==> src/hw/wdit_pkg.sv <==
// package: constants and types for the watchdog interval timer
package wdit_pkg;
  // ==========================================================
  // register map (byte addresses, one word each)
  localparam logic [3:0] WDIT_ADDR_CTRL = 4'h0;   // control
  localparam logic [3:0] WDIT_ADDR_FEED = 4'h4;   // feed keys
  localparam logic [3:0] WDIT_ADDR_STAT = 4'h8;   // sticky status
  localparam logic [3:0] WDIT_ADDR_MASK = 4'hC;   // interrupt mask
  localparam logic [3:0] WDIT_ADDR_CNT  = 4'h0 + 4'h0; // unused alias
  // control bit positions
  localparam int WDIT_CTRL_RSTEN = 0;  // watchdog_reset_enable
  localparam int WDIT_CTRL_RUN   = 1;  // counter running
  localparam int WDIT_CTRL_CLKSEL = 2; // 1 = watchdog oscillator
  localparam int WDIT_CTRL_TAP_LO = 4; // tap select, 3 bits
  localparam int WDIT_CTRL_RELOAD_LO = 8; // reload value, 8 bits
  // reset values
  localparam logic [15:0] WDIT_CTRL_RST = 16'hFF70;
  localparam logic [1:0] WDIT_MASK_RST = 2'h0;
  // feed keys, written back to back
  localparam logic [7:0] WDIT_KEY1 = 8'hA5;
  localparam logic [7:0] WDIT_KEY2 = 8'h5A;
  // widths
  localparam int WDIT_PRE_W = 12;
  localparam int WDIT_CNT_W = 8;
  // reset pulse length in system cycles
  localparam logic [3:0] WDIT_RST_CYC = 4'h8;
  // feed sequencer states
  typedef enum logic [1:0] {
    FEED_IDLE = 2'b01,
    FEED_KEY1 = 2'b10
  } wdit_feed_t;
  // status bits: underflow flag, timeout reset seen
  typedef struct packed {
    logic tmo_rst;
    logic ivl_flag;
  } wdit_stat_t;
endpackage : wdit_pkg

==> src/hw/wdit_top.sv <==
// top: watchdog interval timer with wishbone registers
//
// The Wishbone slave port and the placing of the registers are this design's own decisions.
`timescale 1ns/1ps
module wdit_top
  import wdit_pkg::*;
(
  input wire logic CLK_SYS_I,
  input wire logic SRST_I,
  input wire logic POR_I,
  input wire logic PCLK_EN_I,
  input wire logic WDOSC_I,
  input wire logic PWRDN_I,
  input wire logic WB_CYC_I,
  input wire logic WB_STB_I,
  input wire logic WB_WE_I,
  input wire logic [3:0] WB_ADR_I,
  input wire logic [3:0] WB_SEL_I,
  input wire logic [31:0] WB_DAT_I,
  output logic [31:0] WB_DAT_O,
  output logic WB_ACK_O,
  output logic WDT_RST_O,
  output logic IRQ_O,
  output logic [7:0] COUNT_O
);
  // ==========================================================
  // reset handling
  // SRST_I is the system bus reset; it covers only bus logic.
  // timer state is reset by POR_I alone, so its own timeout
  // reset (fed back into SRST_I) does not wipe it.
  logic por; // synchronised power-on reset
  logic por_m;
  always_ff @(posedge CLK_SYS_I) begin
    por_m <= POR_I;
    por <= por_m;
  end

  // ==========================================================
  // watchdog oscillator edge detect
  // the delayed copy turns each slow rising edge into one tick
  logic osc_m, osc_s, osc_d; // sync chain and delayed copy
  always_ff @(posedge CLK_SYS_I) begin
    osc_m <= WDOSC_I;
    osc_s <= osc_m;
    osc_d <= osc_s;
  end

  // ==========================================================
  // registers
  logic [15:0] ctrl; // control word
  wdit_stat_t stat; // sticky status
  logic [1:0] mask; // interrupt mask
  logic [7:0] cnt; // down counter
  logic wr, rd, req;
  logic hit;
  assign req = WB_CYC_I && WB_STB_I && !WB_ACK_O;
  // a write lands at the edge where the master sees ack high,
  // so a master that gives up early leaves the registers alone
  assign wr = WB_CYC_I && WB_STB_I && WB_ACK_O && WB_WE_I;
  assign rd = req && !WB_WE_I;
  assign hit = (WB_ADR_I == WDIT_ADDR_CTRL) || (WB_ADR_I == WDIT_ADDR_FEED)
    || (WB_ADR_I == WDIT_ADDR_STAT) || (WB_ADR_I == WDIT_ADDR_MASK);

  logic rsten, run, clksel;
  logic [2:0] tap_sel;
  logic [7:0] reload;
  assign rsten = ctrl[WDIT_CTRL_RSTEN];
  assign run = ctrl[WDIT_CTRL_RUN];
  assign clksel = ctrl[WDIT_CTRL_CLKSEL];
  assign tap_sel = ctrl[WDIT_CTRL_TAP_LO +: 3];
  assign reload = ctrl[WDIT_CTRL_RELOAD_LO +: 8];

  // control register write, low byte lanes
  always_ff @(posedge CLK_SYS_I) begin
    if (por) begin
      ctrl <= WDIT_CTRL_RST;
    end else if (wr && WB_ADR_I == WDIT_ADDR_CTRL) begin
      if (WB_SEL_I[0]) begin
        ctrl[7:0] <= WB_DAT_I[7:0];
      end
      if (WB_SEL_I[1]) begin
        ctrl[15:8] <= WB_DAT_I[15:8];
      end
    end
  end

  // mask register
  always_ff @(posedge CLK_SYS_I) begin
    if (por) begin
      mask <= WDIT_MASK_RST;
    end else if (wr && WB_ADR_I == WDIT_ADDR_MASK && WB_SEL_I[0]) begin
      mask <= WB_DAT_I[1:0];
    end
  end

  // ==========================================================
  // feed sequencer
  wdit_feed_t feed_st;
  logic feed_wr; // a byte write to the feed register
  logic feed_ok; // correct two-key sequence done
  // lane 0 only; upper lanes of a feed write are ignored
  assign feed_wr = wr && WB_ADR_I == WDIT_ADDR_FEED && WB_SEL_I[0];
  // key check; any other bus write aborts
  always_ff @(posedge CLK_SYS_I) begin
    if (por) begin
      feed_st <= FEED_IDLE;
    end else if (wr) begin
      case (feed_st)
        FEED_IDLE: begin
          if (feed_wr && WB_DAT_I[7:0] == WDIT_KEY1) begin
            feed_st <= FEED_KEY1;
          end
        end
        FEED_KEY1: begin
          feed_st <= FEED_IDLE;
        end
        default: begin
          feed_st <= FEED_IDLE;
        end
      endcase
    end
  end
  assign feed_ok = feed_st == FEED_KEY1 && feed_wr
    && WB_DAT_I[7:0] == WDIT_KEY2;

  // ==========================================================
  // prescaler source
  logic tick; // one prescaler input pulse
  always_comb begin
    if (clksel) begin
      tick = run && osc_s && !osc_d;
    end else begin
      tick = run && PCLK_EN_I && !PWRDN_I;
    end
  end

  logic tap_pulse;
  wdit_prescaler #(
    .WIDTH(WDIT_PRE_W)
  ) wdit_prescaler_i (
    .clk_i(CLK_SYS_I),
    .rst_i(por),
    .tick_i(tick),
    .clear_i(feed_ok),
    .tap_i(tap_sel),
    .tap_o(tap_pulse)
  );

  // ==========================================================
  // down counter
  // feed outranks underflow, so a last-moment feed still saves us
  logic under; // one-cycle underflow event
  assign under = tap_pulse && cnt == 8'h00;
  always_ff @(posedge CLK_SYS_I) begin
    if (por) begin
      cnt <= 8'hFF;
    end else if (feed_ok) begin
      cnt <= reload;
    end else if (under) begin
      cnt <= reload;
    end else if (tap_pulse) begin
      cnt <= cnt - 8'h01;
    end
  end

  // ==========================================================
  // reset pulse generator
  logic [3:0] rst_cnt; // cycles of reset pulse left
  always_ff @(posedge CLK_SYS_I) begin
    if (por) begin
      rst_cnt <= 4'h0;
    end else if (under && rsten) begin
      rst_cnt <= WDIT_RST_CYC;
    end else if (rst_cnt != 4'h0) begin
      rst_cnt <= rst_cnt - 4'h1;
    end
  end
  assign WDT_RST_O = rst_cnt != 4'h0;

  // ==========================================================
  // sticky status; set wins over read-clear
  // the read clears at the edge where its answer data and ack are registered, one edge before the master samples ack
  logic stat_rd;
  assign stat_rd = rd && WB_ADR_I == WDIT_ADDR_STAT;
  always_ff @(posedge CLK_SYS_I) begin
    if (por) begin
      stat <= '0;
    end else begin
      stat.ivl_flag <= (under && !rsten) || (stat.ivl_flag && !stat_rd);
      stat.tmo_rst <= (under && rsten) || (stat.tmo_rst && !stat_rd);
    end
  end
  assign IRQ_O = |(stat & mask);

  // ==========================================================
  // bus answer: one wait state, unmapped reads zero
  always_ff @(posedge CLK_SYS_I) begin
    if (SRST_I) begin
      WB_ACK_O <= 1'b0;
      WB_DAT_O <= 32'h0000_0000;
    end else begin
      WB_ACK_O <= req;
      WB_DAT_O <= 32'h0000_0000;
      if (rd && hit) begin
        case (WB_ADR_I)
          WDIT_ADDR_CTRL: WB_DAT_O <= {16'h0000, ctrl};
          WDIT_ADDR_FEED: WB_DAT_O <= {24'h000000, cnt};
          WDIT_ADDR_STAT: WB_DAT_O <= {30'h0, stat};
          WDIT_ADDR_MASK: WB_DAT_O <= {30'h0, mask};
          default: WB_DAT_O <= 32'h0000_0000;
        endcase
      end
    end
  end
  assign COUNT_O = cnt;
endmodule : wdit_top

==> src/hw/wdit_prescaler.sv <==
// prescaler: 12-bit counter with tap-select pulse output
`timescale 1ns/1ps
module wdit_prescaler
  import wdit_pkg::*;
#(
  parameter int WIDTH = WDIT_PRE_W
) (
  input wire logic clk_i,
  input wire logic rst_i,
  input wire logic tick_i,
  input wire logic clear_i,
  input wire logic [2:0] tap_i,
  output logic tap_o
);
  // ==========================================================
  // counter
  logic [WIDTH-1:0] pre; // free count of source ticks
  logic [WIDTH-1:0] next_pre;
  logic [3:0] bit_idx; // tap bit, spread over the width
  assign next_pre = pre + {{(WIDTH-1){1'b0}}, 1'b1};
  assign bit_idx = {tap_i, 1'b0} + 4'h1;
  // count on each source tick, a good feed clears it
  always_ff @(posedge clk_i) begin
    if (rst_i || clear_i) begin
      pre <= '0;
    end else if (tick_i) begin
      pre <= next_pre;
    end
  end
  // pulse when the selected bit wraps; taps are 2^2 .. 2^12
  always_comb begin
    if (bit_idx >= 4'(WIDTH)) begin
      // taps past the top bit fall back to a full wrap
      tap_o = tick_i && !clear_i && (next_pre == '0);
    end else begin
      tap_o = tick_i && !clear_i && pre[bit_idx] && !next_pre[bit_idx];
    end
  end
endmodule : wdit_prescaler

==> config.mk <==
export PLATFORM = sky130hd
export DESIGN_NAME = wdit_top
export DESIGN_NICKNAME = d
export VERILOG_FILES = /design/src/hw/wdit_pkg.sv /design/src/hw/wdit_top.sv /design/src/hw/wdit_prescaler.sv
export SDC_FILE = /design/constraint.sdc
export NUM_CORES = 1
export LEC_CHECK = 0
export BUFFER_PORTS_ARGS = -buffer_cell sky130_fd_sc_hd__buf_2
export CAP_MARGIN = 15
export CORE_UTILIZATION = 50
export CTS_CLUSTER_SIZE = 12
export DETAILED_ROUTE_END_ITERATION = 6
export PLACE_DENSITY_LB_ADDON = 0.15
export SETUP_SLACK_MARGIN = 0.02
export SLEW_MARGIN = 20
export SYNTH_ARGS = -nofsm -noshare
export SYNTH_HDL_FRONTEND = slang
export SYNTH_SLANG_ARGS = --single-unit
==> constraint.sdc <==
create_clock -name CLK_SYS_I -period 3.1 [get_ports CLK_SYS_I]
set_clock_uncertainty 0.2 [all_clocks]
set_input_delay 0.62 -clock CLK_SYS_I [delete_from_list [all_inputs] [get_ports CLK_SYS_I]]
set_output_delay 0.62 -clock CLK_SYS_I [all_outputs]
set_load 0.02 [all_outputs]
* After elaboration in Yosys (flattened, before gate mapping)
Cells that the tools add are included.
Storage, ports and cells: register bits after elaboration 84, input port bits 49, output and inout bits 43, logic and storage cells 101
Operators by class: $add $sub $neg 4, $lt $le $gt $ge 2, equality and inequality tests 8, mux-type cells 14, bitwise operators 2, reduce and logical (&&, ||, !) cells 54
Operators with widths (number):
- $pmux W16 S4 | 1
- $logic_and A1 B1 Y1 | 28
- $mux W8 | 3
- $add A12 B1 Y12 const B | 1
- $logic_not A12 Y1 | 1
- $bmux W1 S4 | 2
- $eq A4 B4 Y1 const B | 2
- $eq A8 B7 Y1 const B | 1
- $eq A8 B8 Y1 const B | 1
- $logic_not A1 Y1 | 8
- $logic_not A8 Y1 | 1
- $mux W4 | 2
- $sub A8 B1 Y8 const B | 1
- $logic_or A1 B1 Y1 | 6
- $reduce_and A2 Y1 | 3
- $reduce_or A2 Y1 | 3
- $lt A4 B5 Y1 const B | 1
- $add A4 B1 Y4 const B | 1
- $eq A4 B3 Y1 const B | 1
- $ge A4 B4 Y1 const B | 1
- $logic_not A4 Y1 | 1
- $mux W1 | 4
- $mux W2 | 2
- $reduce_bool A4 Y1 | 1
- 8 further kinds | 8

* Longest topological paths before layout
depth after elaboration 15, depth in mapped cells 10, mapped depth without buffers 8

* Cells and area by module
Synthesis repeated with hierarchy kept, for this count alone.
Unflattened totals: cell total of the unflattened synthesis 370, area total of the unflattened synthesis 3269.4 um^2
By module, submodules not included:
- wdit_top | instances 1, cells each 265, area an instance 2439.8 um^2, sequential area each 1121.1 um^2
- wdit_prescaler | instances 1, cells each 105, area an instance 829.5 um^2, sequential area each 240.2 um^2

* Worst setup path before layout
No wires, ideal clock.
path type input port to flip-flop, from input port WB_WE_I, to register cnt[2] (netlist: COUNT_O[2]), setup time 0.122 ns, arrival time 2.527 ns, data required time 2.778 ns, slack 0.251 ns, stages 10, path buffers 3, cell sequence and4_1 buf_2 and3_1 nand2_1 nand4_1 or4_1 buf_2 and2_4 buf_6 o32a_1
Between the ends: cells in the longest elaborated chain, start to end 13, elaborated cells between the ends (all ways) 15, those cells by class mux (3); reduce/logical (12)
Ends and longest elaborated chain:
- start: declaration | RTL line wdit_top.sv:16 | input wire logic WB_WE_I,
- $logic_and A1 B1 Y1 * | RTL line wdit_top.sv:59 | assign wr = WB_CYC_I && WB_STB_I && WB_ACK_O && WB_WE_I;
- $logic_and A1 B1 Y1 * (2 in a row) | RTL line wdit_top.sv:102 | assign feed_wr = wr && WB_ADR_I == WDIT_ADDR_FEED && WB_SEL_I[0];
- $logic_and A1 B1 Y1 * | RTL line wdit_top.sv:123 | assign feed_ok = feed_st == FEED_KEY1 && feed_wr
- $logic_and A1 B1 Y1 * | RTL line wdit_top.sv:124 | && WB_DAT_I[7:0] == WDIT_KEY2;
- $logic_not A1 Y1 | RTL line wdit_prescaler.sv:34, wdit_prescaler.sv:36
- $logic_and A1 B1 Y1 | RTL line wdit_prescaler.sv:34, wdit_prescaler.sv:36
- $logic_and A1 B1 Y1 (2 in a row) | RTL line wdit_prescaler.sv:36 | tap_o = tick_i && !clear_i && pre[bit_idx] && !next_pre[bit_idx];
- $mux W1 | RTL line wdit_prescaler.sv:32 | if (bit_idx >= 4'(WIDTH)) begin
- $logic_and A1 B1 Y1 | RTL line wdit_top.sv:153 | assign under = tap_pulse && cnt == 8'h00;
- $mux W8 | RTL line wdit_top.sv:159 | end else if (under) begin
- $mux W8 | RTL line wdit_top.sv:157 | end else if (feed_ok) begin
- end signal: assignment | RTL line wdit_top.sv:158 | cnt <= reload;
- end signal: assignment | RTL line wdit_top.sv:160 | cnt <= reload;
- end signal: assignment | RTL line wdit_top.sv:162 | cnt <= cnt - 8'h01;
- end: declaration | RTL line wdit_top.sv:53 | logic [7:0] cnt;
Mark *: on every way between the ends. The rest lies on a longest branch, timed or not. A chain may end at the register's enable or synchronous reset.

* Worst setup path after layout
from register wdit_prescaler_i.pre[1], to register cnt[2] (netlist: COUNT_O[2])
Between the ends: cells in the longest elaborated chain, start to end 9, elaborated cells between the ends (all ways) 15, those cells by class add/sub (1); mux (7); reduce/logical (7)
Ends and longest elaborated chain:
- start: declaration | RTL line wdit_prescaler.sv:17 | logic [WIDTH-1:0] pre;
- start signal: assignment | RTL line wdit_prescaler.sv:27 | pre <= next_pre;
- $add A12 B1 Y12 | RTL line wdit_prescaler.sv:20 | assign next_pre = pre + {{(WIDTH-1){1'b0}}, 1'b1};
- $bmux W1 S4 | RTL line wdit_prescaler.sv:36
- $mux W1 (not written as such) | RTL line wdit_prescaler.sv:36
- $logic_not A1 Y1 | RTL line wdit_prescaler.sv:36
- $logic_and A1 B1 Y1 | RTL line wdit_prescaler.sv:36
- $mux W1 * | RTL line wdit_prescaler.sv:32
- $logic_and A1 B1 Y1 | RTL line wdit_top.sv:153
- $mux W8 | RTL line wdit_top.sv:159
- $mux W8 | RTL line wdit_top.sv:157
Mark *: on every way between the ends. The rest lies on a longest branch, timed or not. The select of a mux whose other input is x is not followed.

==> out/metrics.cfg <==
[status]
status = finished with violations
violations = design-rule violations

[pwr]
ir_worst_vdd_mv = 0.466
power_mw = 1.95
pwr-share-seq_pct = 47.1
p_sw_share_pct = 24.8
p_clk_share_pct = 41.3
internal-power_mw = 1.46
p_sw_mw = 0.483
powerDensity_mw_per_mm2 = 502
p_leak_nw = 1.73
p_comb_share_pct = 11.7

[final_layout]
drive_gt1_share_pct = 21.2
final_common_cell = dfxtp_1
area_delta_synth_final_pct = 15.3
fillers = 586
final_cell_mix = 68 x dfxtp_1, 57 x buf_2, 41 x nand2_1, 38 x nor2_1
finish.instance_area_sq_mm = 0.00388
antennaDiodeCount = 0
finalNetCount = 499

[global_route]
met3_usage_pct = 6.73
grt_first_pass_wirelength_um = 12900
grt.total_usage_pct = 23.2
use_met1_pct = 29.2
met2_usage_pct = 36.8
globalRouteOverflowTotal = 0
grt_max_degree = 24
antenna_found_initial = 0
grt.busiest_layer = met2
grt_pass1_vias = 2784

[synthesis]
synth_area_per_cell_sq_um = 8.71
synth_cells = 386
ys_seq_elements = 68
synth-compound-area-share_pct = 14.3
synthMuxAreaShare_pct = 4.91
yosys.area.top_type_share_pct = 40.5
synth_xor_xnor_area_share_pct = 4.17
ys.flop_type = dfxtp_1
synth.top_cells.by_area = dfxtp_1 40%, nand2_1 4.6%, nor2_1 4.2%
yosys.cell_types.count = 62
yosys_warnings = 0
synthSimpleGateAreaFrac_pct = 26.2
synth_seq_area_share_pct = 40.5
synthAdderAreaFrac_pct = 1.86
yosysTopAreaCell = dfxtp_1
syn_area_sq_mm = 0.00336
synth-async-reset-ratio_pct = 0
synth_top_family_by_area = simple AND/OR/NAND/NOR gates
synth-edff-count = 0

[setup_path]
reg2regPathDepth = 7
worstReg2RegStart = wdit_prescaler_i.pre[1]
critPathRequiredTime_ps = 3140
reg2reg_slack_ps = 220
r2r_end = COUNT_O[2]
crit_type = reg2reg
arrival_ps = 2920
crit_path_max_fanout = 8
setup.worst_path.end_class = flip-flop
startpoint_type = flip-flop

[cts]
clockBufferDepth = 2
numClockSinks = 68
cts_tree = done
clk_pin_slew_ps = 70
cts.htree.levels = 3
clockRootBuffer = clkbuf_8
cts_made_buffers = 9
postCtsSetupBuffers = 0
insertion_delay_ps = 350
cts_resized = 0
cts_hold_buffers = 0

[min_path]
hp-class = reg2reg
whs_endpoint = osc_s
hold_depth = 0
min_from = osc_m

[routing]
via_per_inst = 5.58
route.detailed.drc = 6
drtPass1Iterations = 6
wl_per_cell_um = 14.5
vias = 2935
wl_um = 7600
drtIter0Drc = 178
antenna_left = 0

[floorplan]
die_height_um = 84
die_w_um = 84
initial_utilization_pct = 52.3
die_area_sq_mm = 0.00706
coreArea_sq_mm = 0.00642
pin_count = 92
fp-row-count = 29

[place]
dp_hpwl_um = 5520
port_buffers = 57
gp_congestion = 0.827
place_area_sq_mm = 0.00366

[sta]
tightest_slew_ps = 623
rsz0062_at_grt = false
period_minus_slack_ps = 2880
setup_violations = 0
hold_violations = 0
drv_slew = 0
max_freq_mhz = 347
max_slew_margin_pct = 58.4
tns_ps = 0
fin_crit_sh_pct = 92.9

[flow_run]
drv_cap = 0

## state kept, by name, indices dropped and copies added, names as in the netlist
| signal | cells |
|---|---|
| ctrl | 16 |
| COUNT_O | 8 |
| WB_DAT_O | 16 |
| mask | 2 |
| osc_s | 1 |
| osc_d | 1 |
| wdit_prescaler_i.pre | 12 |
| feed_st | 2 |
| por | 1 |
| WB_ACK_O | 1 |
| rst_cnt | 4 |
| osc_m | 1 |
| por_m | 1 |
| stat | 2 |
## critical path, cell delays in order (launching register included)
cell	delay, ps
dfxtp_1	460
nand3_2	180
nor3_1	370
xor2_1	110
and4_1	220
or4_1	640
and2_4	250
o32a_1	330
## worst max-delay path by stage
stage               slack [ps]         end               startpoint
global route                40  COUNT_O[0]  wdit_prescaler_i.pre[6]
detailed placement         130  COUNT_O[2]                  PWRDN_I
floorplan                  250  COUNT_O[2]                  WB_WE_I
finish                     220  COUNT_O[2]  wdit_prescaler_i.pre[1]
global placement           180  COUNT_O[2]                  PWRDN_I
CTS                        220  COUNT_O[2]  wdit_prescaler_i.pre[1]
## kinds of logic (layout without fill, tap and decap cells)
group           count (synthesis)  after routing
fa+ha+maj                       5              5
xor+xnor                       16             16
flops                          68             68
simple gates                  165            165
compound gates                 69             69
buf+inv                        47             95
mux                            15             15
other cells                     1             16
## through the flow
step | hold WS (ps) | utilization, % | std cells | setup slack (ps)
floorplan | 110 | - | 401 | 251
global placement | 115 | 57.0 | 511 | 179
detailed placement | 115 | 57.0 | 511 | 127
CTS | 132 | 60.4 | 526 | 221
global route | 148 | 60.4 | 526 | 40.1
finish | 132 | 60.4 | 526 | 219
## cell type report
cell class                 count  area [sq um]  area share (%)
clock inverter                 4          73.8            1.90
tap                           77          96.3            2.48
timing repair buffer          69           375            9.68
multi-input combinational    286          1790            46.1
sequential                    68          1360            35.1
inverter                      11          41.3            1.06
clock buffer                  11           141            3.65
## power by group through the flow
stage	clock network (mW)	logic (mW)	registers, mW
after floorplan	0	0.177	0.934
after global placement	0	0.218	0.936
after detailed placement	0	0.227	0.937
after CTS	0.826	0.228	0.916
after global routing	0.852	0.247	0.920
final	0.803	0.227	0.916
## layer usage
layer	up-vias	part of all wire, %
met4	0	1.5
met1	1385	47
met5	-	0
met2	74	47
met3	11	4.5
li1	1465	-
## synthesized netlist by cell type, drive strengths merged (2+ instances only)
master   number
xor2          7
o31ai         3
nor3         13
dfxtp        68
o32a          5
and3          8
buf          25
o211ai        3
clkbuf       11
nor2         38
mux2          2
nand3        16
ha            5
nor3b         3
nor4          5
and4          3
a2111oi       5
xnor2         9
and2         13
o2111ai       2
nand4        10
a31oi         4
o21ai        12
nand2        41
a21oi        16
o21a          3
a22oi         9
inv          10
nor4bb        2
nor4b         2
or3           4
mux2i        12
No activity file was read; power rests on OpenSTA's default activity.
